$ cat config.mk
export PLATFORM = sky130hd
export DESIGN_NAME = drive_mode_ctrl
export DESIGN_NICKNAME = d
export VERILOG_FILES = /design/src/include/drive_ctrl_pkg.sv /design/src/rtl/drive_mode_ctrl.sv /design/src/rtl/fault_tally_mem.sv
export SDC_FILE = /design/constraint.sdc
export NUM_CORES = 1
export LEC_CHECK = 0
export BUFFER_PORTS_ARGS = -buffer_cell sky130_fd_sc_hd__buf_2
export CORE_MARGIN = 2
export CORE_UTILIZATION = 60
export DETAILED_ROUTE_END_ITERATION = 10
export GPL_ROUTABILITY_DRIVEN = 0
export HOLD_SLACK_MARGIN = 0.02
export PLACE_DENSITY = 0.85
export SLEW_MARGIN = 20
export SYNTH_ARGS = -nofsm -noshare
export SYNTH_HDL_FRONTEND = slang
export SYNTH_SLANG_ARGS = --single-unit
$ cat constraint.sdc
create_clock -name clk -period 10.55 [get_ports clk]
set_input_delay 1.055 -clock clk [delete_from_list [all_inputs] [get_ports clk]]
set_output_delay 1.055 -clock clk [all_outputs]
set_load 0.02 [all_outputs]
$ cat src/include/drive_ctrl_pkg.sv
/*
 * Shared constants and types for the drive mode and menu controller.
 * Assumes a single 20 MHz system clock.
 */
package drive_ctrl_pkg;
    localparam int CLK_HZ = 20000000;
    localparam int CHORD_HOLD_MS = 1000;
    localparam int CHORD_HOLD_CYCLES = (CLK_HZ / 1000) * CHORD_HOLD_MS;
    localparam int CHORD_CNT_W = 25;
    localparam int FAULT_TYPES = 8;
    localparam int FAULT_IDX_W = 3;
    localparam int TALLY_W = 16;
    localparam int TIMER_W = 32;
    localparam int MENU_ITEMS = 5;
    localparam logic [2:0] MENU_CHANGE_PARAMS = 3'h0;
    localparam logic [2:0] MENU_CLEAR_MEMORY = 3'h1;
    localparam logic [2:0] MENU_RESTART_LOG = 3'h2;
    localparam logic [2:0] MENU_READ_TIMERS = 3'h3;
    localparam logic [2:0] MENU_MEASURED = 3'h4;
    localparam logic [2:0] MENU_LAST = 3'h4;
    localparam logic [2:0] MENU_RESET_VALUE = 3'h0;
    localparam logic [1:0] PROFILE_ANALOG_CP = 2'h2;
    localparam logic [1:0] POL_DEFAULT = 2'h0;
    localparam logic [1:0] POL_CLOSED_RUN = 2'h1;
    localparam logic [1:0] POL_OPEN_RUN = 2'h2;
    typedef enum logic [1:0] {MODE_OFF, MODE_AUTO, MODE_MANUAL} op_mode_type;
    typedef enum logic [1:0] {SCREEN_STATUS, SCREEN_MENU, SCREEN_ITEM} screen_type;
endpackage

$ cat src/rtl/drive_mode_ctrl.sv
/*
 * Operating-mode controller and keypad menu navigator for a motor drive.
 * Assumes key inputs are debounced one-cycle press pulses, except the held
 * up/down levels, and that all inputs are synchronous to clk.
 */
module drive_mode_ctrl (
    // clock and reset
    input wire logic clk,
    input wire logic rst,
    // keypad presses (one-cycle pulses)
    input wire logic key_auto,
    input wire logic key_manual,
    input wire logic key_halt,
    input wire logic key_run,
    input wire logic key_stop,
    input wire logic key_home,
    input wire logic key_enter,
    input wire logic key_back,
    input wire logic key_up,
    input wire logic key_down,
    // keypad held levels
    input wire logic up_held,
    input wire logic down_held,
    // remote switches, high when closed
    input wire logic remote_input_one,
    input wire logic remote_input_two,
    // settings
    input wire logic [1:0] app_profile,
    input wire logic [1:0] input_one_polarity,
    input wire logic [1:0] input_two_polarity,
    input wire logic retry_permit,
    input wire logic run_lockout,
    input wire logic factory_restore,
    // faults
    input wire logic fault_event,
    input wire logic [drive_ctrl_pkg::FAULT_IDX_W-1:0] fault_type,
    input wire logic restart_due,
    input wire logic motor_running,
    // tally view
    input wire logic [drive_ctrl_pkg::FAULT_IDX_W-1:0] tally_sel,
    output logic [drive_ctrl_pkg::TALLY_W-1:0] tally_count,
    // outputs
    output logic run_request,
    output logic [1:0] op_mode,
    output logic fault_latched,
    output logic fault_clear,
    output logic [1:0] screen,
    output logic [2:0] menu_item,
    output logic [drive_ctrl_pkg::TIMER_W-1:0] run_timer,
    output logic [drive_ctrl_pkg::TIMER_W-1:0] on_timer
);
    drive_ctrl_pkg::op_mode_type mode_reg, mode_next;
    drive_ctrl_pkg::screen_type screen_reg, screen_next;
    logic [2:0] item_reg, item_next;
    logic run_reg, run_next;
    logic manual_run_reg, manual_run_next;
    logic fault_reg, fault_next;
    logic clr_reg, clr_next;
    logic [drive_ctrl_pkg::CHORD_CNT_W-1:0] chord_reg, chord_next;
    logic [drive_ctrl_pkg::TIMER_W-1:0] run_t_reg, run_t_next;
    logic [drive_ctrl_pkg::TIMER_W-1:0] on_t_reg, on_t_next;
    logic wipe;
    logic one_ok, two_ok;
    logic chord_done;

    // decide whether an input level qualifies for running
    function automatic logic qualifies(input logic closed, input logic [1:0] pol,
                                       input logic dflt_closed_run);
        logic closed_run;
        closed_run = dflt_closed_run;
        if (pol == drive_ctrl_pkg::POL_CLOSED_RUN) begin
            closed_run = 1'b1;
        end else if (pol == drive_ctrl_pkg::POL_OPEN_RUN) begin
            closed_run = 1'b0;
        end
        return closed_run ? closed : ~closed;
    endfunction

    // step through menu items, wrapping at both ends
    function automatic logic [2:0] step_item(input logic [2:0] item, input logic forward);
        logic [2:0] stepped;
        if (forward) begin
            stepped = (item == drive_ctrl_pkg::MENU_LAST) ? 3'h0 : item + 3'h1;
        end else begin
            stepped = (item == 3'h0) ? drive_ctrl_pkg::MENU_LAST : item - 3'h1;
        end
        return stepped;
    endfunction

    always_comb begin
        one_ok = qualifies(remote_input_one, input_one_polarity,
                           app_profile != drive_ctrl_pkg::PROFILE_ANALOG_CP);
        two_ok = qualifies(remote_input_two, input_two_polarity, 1'b0);
    end

    always_comb begin
        chord_next = '0;
        if (up_held && down_held) begin
            chord_next = chord_reg;
            // saturate so one long hold clears only once
            if (chord_reg != drive_ctrl_pkg::CHORD_CNT_W'(drive_ctrl_pkg::CHORD_HOLD_CYCLES)) begin
                chord_next = chord_reg + 1'b1;
            end
        end
        chord_done = up_held && down_held &&
                     chord_reg == drive_ctrl_pkg::CHORD_CNT_W'(drive_ctrl_pkg::CHORD_HOLD_CYCLES - 1);
    end

    // mode and run request
    always_comb begin
        mode_next = mode_reg;
        manual_run_next = manual_run_reg;
        fault_next = fault_reg;
        clr_next = 1'b0;
        // fault latches; set wins over clear
        if (fault_event) begin
            fault_next = 1'b1;
        end else if (chord_done && fault_reg) begin
            fault_next = 1'b0;
            clr_next = 1'b1;
        end else if (restart_due && retry_permit && fault_reg) begin
            fault_next = 1'b0;
            clr_next = 1'b1;
        end
        if (factory_restore) begin
            mode_next = drive_ctrl_pkg::MODE_OFF;
            manual_run_next = 1'b0;
        end else if (key_halt) begin
            mode_next = drive_ctrl_pkg::MODE_OFF;
            manual_run_next = 1'b0;
        end else if (key_manual && !run_lockout) begin
            mode_next = drive_ctrl_pkg::MODE_MANUAL;
            manual_run_next = 1'b0;
        end else if (key_auto) begin
            mode_next = drive_ctrl_pkg::MODE_AUTO;
        end else if (mode_reg == drive_ctrl_pkg::MODE_MANUAL) begin
            if (key_stop) begin
                manual_run_next = 1'b0;
            end else if (key_run) begin
                manual_run_next = 1'b1;
            end
        end
        // run follows the next mode so a key acts in one cycle
        case (mode_next)
            drive_ctrl_pkg::MODE_AUTO: run_next = one_ok && two_ok && !fault_next;
            drive_ctrl_pkg::MODE_MANUAL: run_next = manual_run_next && !fault_next;
            drive_ctrl_pkg::MODE_OFF: run_next = 1'b0;
            default: run_next = 1'b0;
        endcase
    end

    // menu navigation
    always_comb begin
        screen_next = screen_reg;
        item_next = item_reg;
        wipe = 1'b0;
        case (screen_reg)
            drive_ctrl_pkg::SCREEN_STATUS: begin
                if (key_home) begin
                    screen_next = drive_ctrl_pkg::SCREEN_MENU;
                end
            end
            drive_ctrl_pkg::SCREEN_MENU: begin
                if (key_home) begin
                    screen_next = drive_ctrl_pkg::SCREEN_STATUS;
                end else if (key_enter) begin
                    screen_next = drive_ctrl_pkg::SCREEN_ITEM;
                end else if (key_down && !key_up) begin
                    item_next = step_item(item_reg, 1'b1);
                end else if (key_up && !key_down) begin
                    item_next = step_item(item_reg, 1'b0);
                end
            end
            drive_ctrl_pkg::SCREEN_ITEM: begin
                if (key_home) begin
                    screen_next = drive_ctrl_pkg::SCREEN_STATUS;
                end else if (key_back) begin
                    screen_next = drive_ctrl_pkg::SCREEN_MENU;
                end else if (key_enter && item_reg == drive_ctrl_pkg::MENU_CLEAR_MEMORY) begin
                    wipe = 1'b1;
                    screen_next = drive_ctrl_pkg::SCREEN_MENU;
                end
            end
            default: screen_next = drive_ctrl_pkg::SCREEN_STATUS;
        endcase
    end

    // resettable timers
    always_comb begin
        run_t_next = run_t_reg;
        // drive on time counts every cycle
        on_t_next = on_t_reg + 1'b1;
        if (motor_running) begin
            run_t_next = run_t_reg + 1'b1;
        end
        if (wipe) begin
            run_t_next = '0;
            on_t_next = '0;
        end
    end

    // chord hold counter
    always_ff @(posedge clk or posedge rst) begin
        if (rst) begin
            chord_reg <= '0;
        end else begin
            chord_reg <= chord_next;
        end
    end

    // mode, run and fault state
    always_ff @(posedge clk or posedge rst) begin
        if (rst) begin
            mode_reg <= drive_ctrl_pkg::MODE_OFF;
            manual_run_reg <= 1'b0;
            run_reg <= 1'b0;
            fault_reg <= 1'b0;
            clr_reg <= 1'b0;
        end else begin
            mode_reg <= mode_next;
            manual_run_reg <= manual_run_next;
            run_reg <= run_next;
            fault_reg <= fault_next;
            clr_reg <= clr_next;
        end
    end

    // menu state
    always_ff @(posedge clk or posedge rst) begin
        if (rst) begin
            screen_reg <= drive_ctrl_pkg::SCREEN_STATUS;
            item_reg <= drive_ctrl_pkg::MENU_RESET_VALUE;
        end else begin
            screen_reg <= screen_next;
            item_reg <= item_next;
        end
    end

    // timer state
    always_ff @(posedge clk or posedge rst) begin
        if (rst) begin
            run_t_reg <= '0;
            on_t_reg <= '0;
        end else begin
            run_t_reg <= run_t_next;
            on_t_reg <= on_t_next;
        end
    end

    // per-type fault occurrence counts
    fault_tally_mem tally (
        .clk(clk),
        .rst(rst),
        .bump(fault_event),
        .bump_idx(fault_type),
        .wipe(wipe),
        .rd_idx(tally_sel),
        .rd_data(tally_count)
    );

    // outputs straight from registers
    assign run_request = run_reg;
    assign op_mode = mode_reg;
    assign fault_latched = fault_reg;
    assign fault_clear = clr_reg;
    assign screen = screen_reg;
    assign menu_item = item_reg;
    assign run_timer = run_t_reg;
    assign on_timer = on_t_reg;
endmodule

$ cat src/rtl/fault_tally_mem.sv
/*
 * Per-fault-type occurrence counters in a small memory.
 * Assumes single-cycle pulses; a wipe wins over a bump.
 */
module fault_tally_mem (
    // clock and reset
    input wire logic clk,
    input wire logic rst,
    // updates
    input wire logic bump,
    input wire logic [drive_ctrl_pkg::FAULT_IDX_W-1:0] bump_idx,
    input wire logic wipe,
    // read port
    input wire logic [drive_ctrl_pkg::FAULT_IDX_W-1:0] rd_idx,
    output logic [drive_ctrl_pkg::TALLY_W-1:0] rd_data
);
    logic [drive_ctrl_pkg::TALLY_W-1:0] tally_reg [drive_ctrl_pkg::FAULT_TYPES];
    logic [drive_ctrl_pkg::TALLY_W-1:0] tally_next [drive_ctrl_pkg::FAULT_TYPES];
    logic [drive_ctrl_pkg::TALLY_W-1:0] rd_next;

    always_comb begin
        for (int i = 0; i < drive_ctrl_pkg::FAULT_TYPES; i++) begin
            tally_next[i] = tally_reg[i];
            if (wipe) begin
                tally_next[i] = '0;
            end else if (bump && bump_idx == i[drive_ctrl_pkg::FAULT_IDX_W-1:0] && tally_reg[i] != '1) begin
                tally_next[i] = tally_reg[i] + 1'b1;
            end
        end
        rd_next = tally_reg[rd_idx];
    end

    always_ff @(posedge clk or posedge rst) begin
        if (rst) begin
            for (int i = 0; i < drive_ctrl_pkg::FAULT_TYPES; i++) begin
                tally_reg[i] <= '0;
            end
            rd_data <= '0;
        end else begin
            tally_reg <= tally_next;
            rd_data <= rd_next;
        end
    end
endmodule
# Word level (Yosys, flattened, before mapping)
# Cells that the tools add are included.
# Widths: inputs -> output; s select.
# classes
n_addsub	13
n_mul	0
n_div	0
magnitude_cmp	1
eq_ne	32
shift	0
muxes	62
bitwise_logic	5
n_reduce_logical	47
# ops
operator	n
$mux 16	18
$add 16x1->16 const B	8
$ne 16x16->1 const B	8
$mux 32	3
$add 32x1->32 const B	2
$mux 25	2
$bmux 16 s3	1
$logic_and 1x1->1	28
$add 25x1->25 const B	1
$eq 25x25->1 const B	1
$ne 25x25->1 const B	1
$mux 1	22
$mux 2	10
$reduce_bool 2->1	10
$eq 3x3->1 const B	5
$mux 3	4
$eq 2x1->1 const B	4
$eq 2x2->1 const B	4
$eq 3x1->1 const B	2
$eq 3x2->1 const B	2
$logic_not 3->1	2
$pmux 2 s3	1
$ge 4x4->1 const B	1
$logic_not 1->1	4
other kinds (12)	16
# word_totals
regBits	244
latchBits	0
ram_bits	0
mem_bits_ro	0
word_cells	179
n_memories	0

# Depth between registers and ports, before layout
# depth
depth_word	9
mapped_depth	8
mapped_depth_nobuf	7

# Hierarchy
# Synthesis repeated with hierarchy kept, for this count alone.
# hier_totals
cells_unflattened	1320
area_unflattened_um2	13225.2
# by_module_without_submodules
mod	instances	cells_per_inst	area_each_um2	seq_area_each_um2
fault_tally_mem	1	805	8196.6	3603.5
drive_mode_ctrl	1	515	5028.6	2502.4

# Worst setup path after synthesis
# OpenSTA, ideal clock, no wires.
# synth_path
path_type	input to register
from	input fault_type[1] (netlist bit)
to	register tally.tally_reg[111] (netlist bit)
setup_ps	132
t_arrival_ps	2440
t_required_ps	10418
slack_ps	7978
cell_stages	8
n_path_buf	3
path_cell_list	buf_6 nand4bb_1 buf_2 or3_1 buf_6 nor4b_2 xnor2_1 nor2_1
# synth_between
elab_chain_cells	4
# synth_lines
element	line	text
from (decl)	drive_mode_ctrl.sv:36	input wire logic [drive_ctrl_pkg::FAULT_IDX_W-1:0] fault_type,
$eq 3x1->1	fault_tally_mem.sv:26	end else if (bump && bump_idx == i[drive_ctrl_pkg::FAULT_IDX_W-1:0] && tally_reg[i] != '1) begin
$logic_and 1x1->1 (2 in series)	fault_tally_mem.sv:26	
$reduce_bool 2->1 (no line)	-	
to (signal assigned)	fault_tally_mem.sv:40	tally_reg <= tally_next;
to (decl)	fault_tally_mem.sv:17	logic [drive_ctrl_pkg::TALLY_W-1:0] tally_reg [drive_ctrl_pkg::FAULT_TYPES];
# Every way passes these cells.
# A chain may end at the register's enable or synchronous reset.

# Worst setup path after layout
# layout_path
from	input fault_event
to	register tally.tally_reg[79] (netlist bit)
# layout_between
elab_chain_cells	3
# layout_lines
element	line	text
from (decl)	drive_mode_ctrl.sv:35	input wire logic fault_event,
$logic_and 1x1->1 (2 in series)	fault_tally_mem.sv:26	
$reduce_bool 2->1 (no line)	-	
# Every way passes these cells.

==> metrics.cfg <==
[floorplan]
row_count=54
die_h_um=153
io_pins=124
die_x_um=153
dieArea_mm2=0.0233
core_mm2=0.0218
start_util_pct=61.1

[grt]
grt_pass1_wl_mm=52.4
grt_start_max_net_pins=136
grt_pass1_vias=10400
track_usage_pct=26.7
antenna_found_initial=0
grt-ovfl-total=0

[setup_path]
start_kind=primary input
crit_fanout=13
path_class=primary input to flip-flop
cp_data_arrival_time_ns=3.12
cp-end-kind=flip-flop
cp_data_required_time_ns=10.97

[timing]
hold_viol_final=0
finalCriticalPeriod_ns=2.71
setup_viol=0
slew_violations=0
finalCritPeriodShare_pct=25.7
slew_headroom_pct=36.9
clock_skew_ns=0.0277
max_slew.worst_pin.slew_ns=0.947
rsz0062_at_grt=no
fin_ws_ns=7.84
fin_setup_tns_ns=0
fmax_mhz=369

[drt]
drt_iter0_drc=1063
wirelength_mm=31.1
wl_per_cell_um=18.0
viasPerCell=6.29
drt_pass1_iterations=5
drc=0
postRouteAntennaNets=0
num_vias=10900

[power]
powerDensity_mw_per_mm2=172
ir_drop_uv=129
power.leakage_nw=6.41

[logic_synthesis]
ys_types=60
async_flop_share_pct=100
syn-num-nets=1382
netlist_area_mm2=0.0133
yosysSeqAreaShare_pct=46.0
synth_edf_count=0
synthCells=1329
ys.flop_type=dfrtp_1
ys_ff_latch=244
avgSynthCellArea_um2=10.0
yosys_warnings=0

[placement]
place_hpwl_mm=20.8
portBuffers=123
place_ws_ns=6.90

[status]
status=finished, final reports clean

[clock_network]
path_clk_slew_ns=0.06
cts-resized-gates=0
cts_root_buf=clkbuf_16
cts_setup_buffers=0
htree_levels=1
cts_tree=done
max-clock-path-buffers=3
clock-sinks=244
worst_skew_pair.late_latency_ns=0.54
numCtsBuffers=26
ctsHoldBuffers=0

[layout]
syn_to_final_growth_pct=12.8
multi_input_area_mm2=0.00689
antenna_cells=0
largest_register_ffs=128
fin_util_pct=68.9
seq_area_mm2=0.00611
nNetsFinal=1488
nFillCells=1554
drive_gt1_share_pct=16.6

[job]
cap_violations=0

[hold_path]
hold_class=flip-flop to flip-flop

==> metal layers <==
metal | track usage [%] | vias up | wire [um]
li1 | - | 5008 | -
met2 | 43.6 | 430 | 14900
met3 | 3.27 | 67 | 2180
met4 | 8.29 | 0 | 855
met1 | 37.8 | 5394 | 13200
met5 | 0 | - | 0
==> cells in the final DEF (no fill, tap or decap), drive strengths merged, types with 4 or more instances in the layout <==
cell     instances
nor2b            4
o211ai           8
nor4            29
o21ai           39
or3             22
and4            21
inv             20
nand2           84
buf            129
or4             10
clkinv           4
nor4b            9
xnor2           93
dfrtp          244
o2111ai          4
nand2b           6
a31oi            6
mux2            16
mux4            32
clkbuf          39
nor2           205
nand3           82
mux2i            6
a21oi           43
and3            33
or4b             4
xor2            82
nor3b            4
a211oi          10
and2             8
nor3            39
nand4           69
ha              19
==> kinds of logic (layout without fill, tap and decap cells) <==
family	after synthesis	count (layout)	synth area share, %
compound gates	124	124	5.56
xor+xnor	175	175	11.5
fa+ha+maj	20	20	1.86
buf+inv	69	194	2.29
flops	244	244	46.0
mux	54	54	7.23
simple gates	643	643	25.6
==> report_power, final <==
group | switching (W) | internal, W | leakage [nW]
clock | 0.000382 | 0.000543 | 0.432
combinational | 0.000260 | 0.000194 | 2.73
sequential | 0.000151 | 0.00104 | 3.25
==> final cells by class <==
| type | instances | area share, % |
|---|---|---|
| multi-input cells | 1016 | 46.0 |
| clock buffers | 39 | 5.27 |
| well taps | 280 | 2.34 |
| clock inverters | 8 | 0.601 |
| inverters | 18 | 0.501 |
| flip-flops and latches | 244 | 40.8 |
| repair buffers | 129 | 4.56 |
==> metrics by stage <==
stage	cells	total power (W)	instance area, um^2	hold slack (ns)
after floorplan	1329	0.00149	13300	0.459
after global placement	1686	0.00163	14100	0.507
after detailed placement	1686	0.00165	14100	0.529
after CTS	1733	0.00258	14900	0.547
after global routing	1734	0.00269	15000	0.576
final	1734	0.00258	15000	0.545
==> cells in the mapped netlist, drive strengths merged (9+ instances only) <==
master,instances,area (um^2)
nand2,84,315
a211oi,10,75.1
and4,21,184
nand4,69,432
nor2,205,769
buf,22,128
xor2,82,718
mux4,32,721
or4,10,75.1
and3,33,206
dfrtp,244,6110
o21ai,39,195
nor4,29,253
or3,22,138
inv,18,67.6
xnor2,93,815
clkbuf,29,109
mux2,16,180
a21oi,43,215
nand3,82,410
ha,19,238
nor3,39,210
nor4b,9,85.1
==> worst paths after layout <==
| check | from | slack [ns] | to | cells past startpoint |
|---|---|---|---|---|
| setup reg to reg | menu_item[1] | 7.89 | tally.tally_reg[60] | 8 |
| min in group asynchronous | rst | 0.66 | on_timer[5] | 2 |
| max in group asynchronous | rst | 7.94 | run_request | 4 |
| hold / removal | tally.tally_reg[72] | 0.54 | tally.tally_reg[72] | 1 |
| hold reg to reg | tally.tally_reg[72] | 0.54 | tally.tally_reg[72] | 1 |
| setup / recovery | fault_event | 7.84 | tally.tally_reg[79] | 6 |
==> worst max-delay path: stages <==
cell and delay [ns]:
buf_2 0.27, nand4b_1 0.46, or4_1 0.75, nor3_1 0.33
xnor2_1 0.19, nor2_1 0.06
No activity file was read; power rests on OpenSTA's default activity.
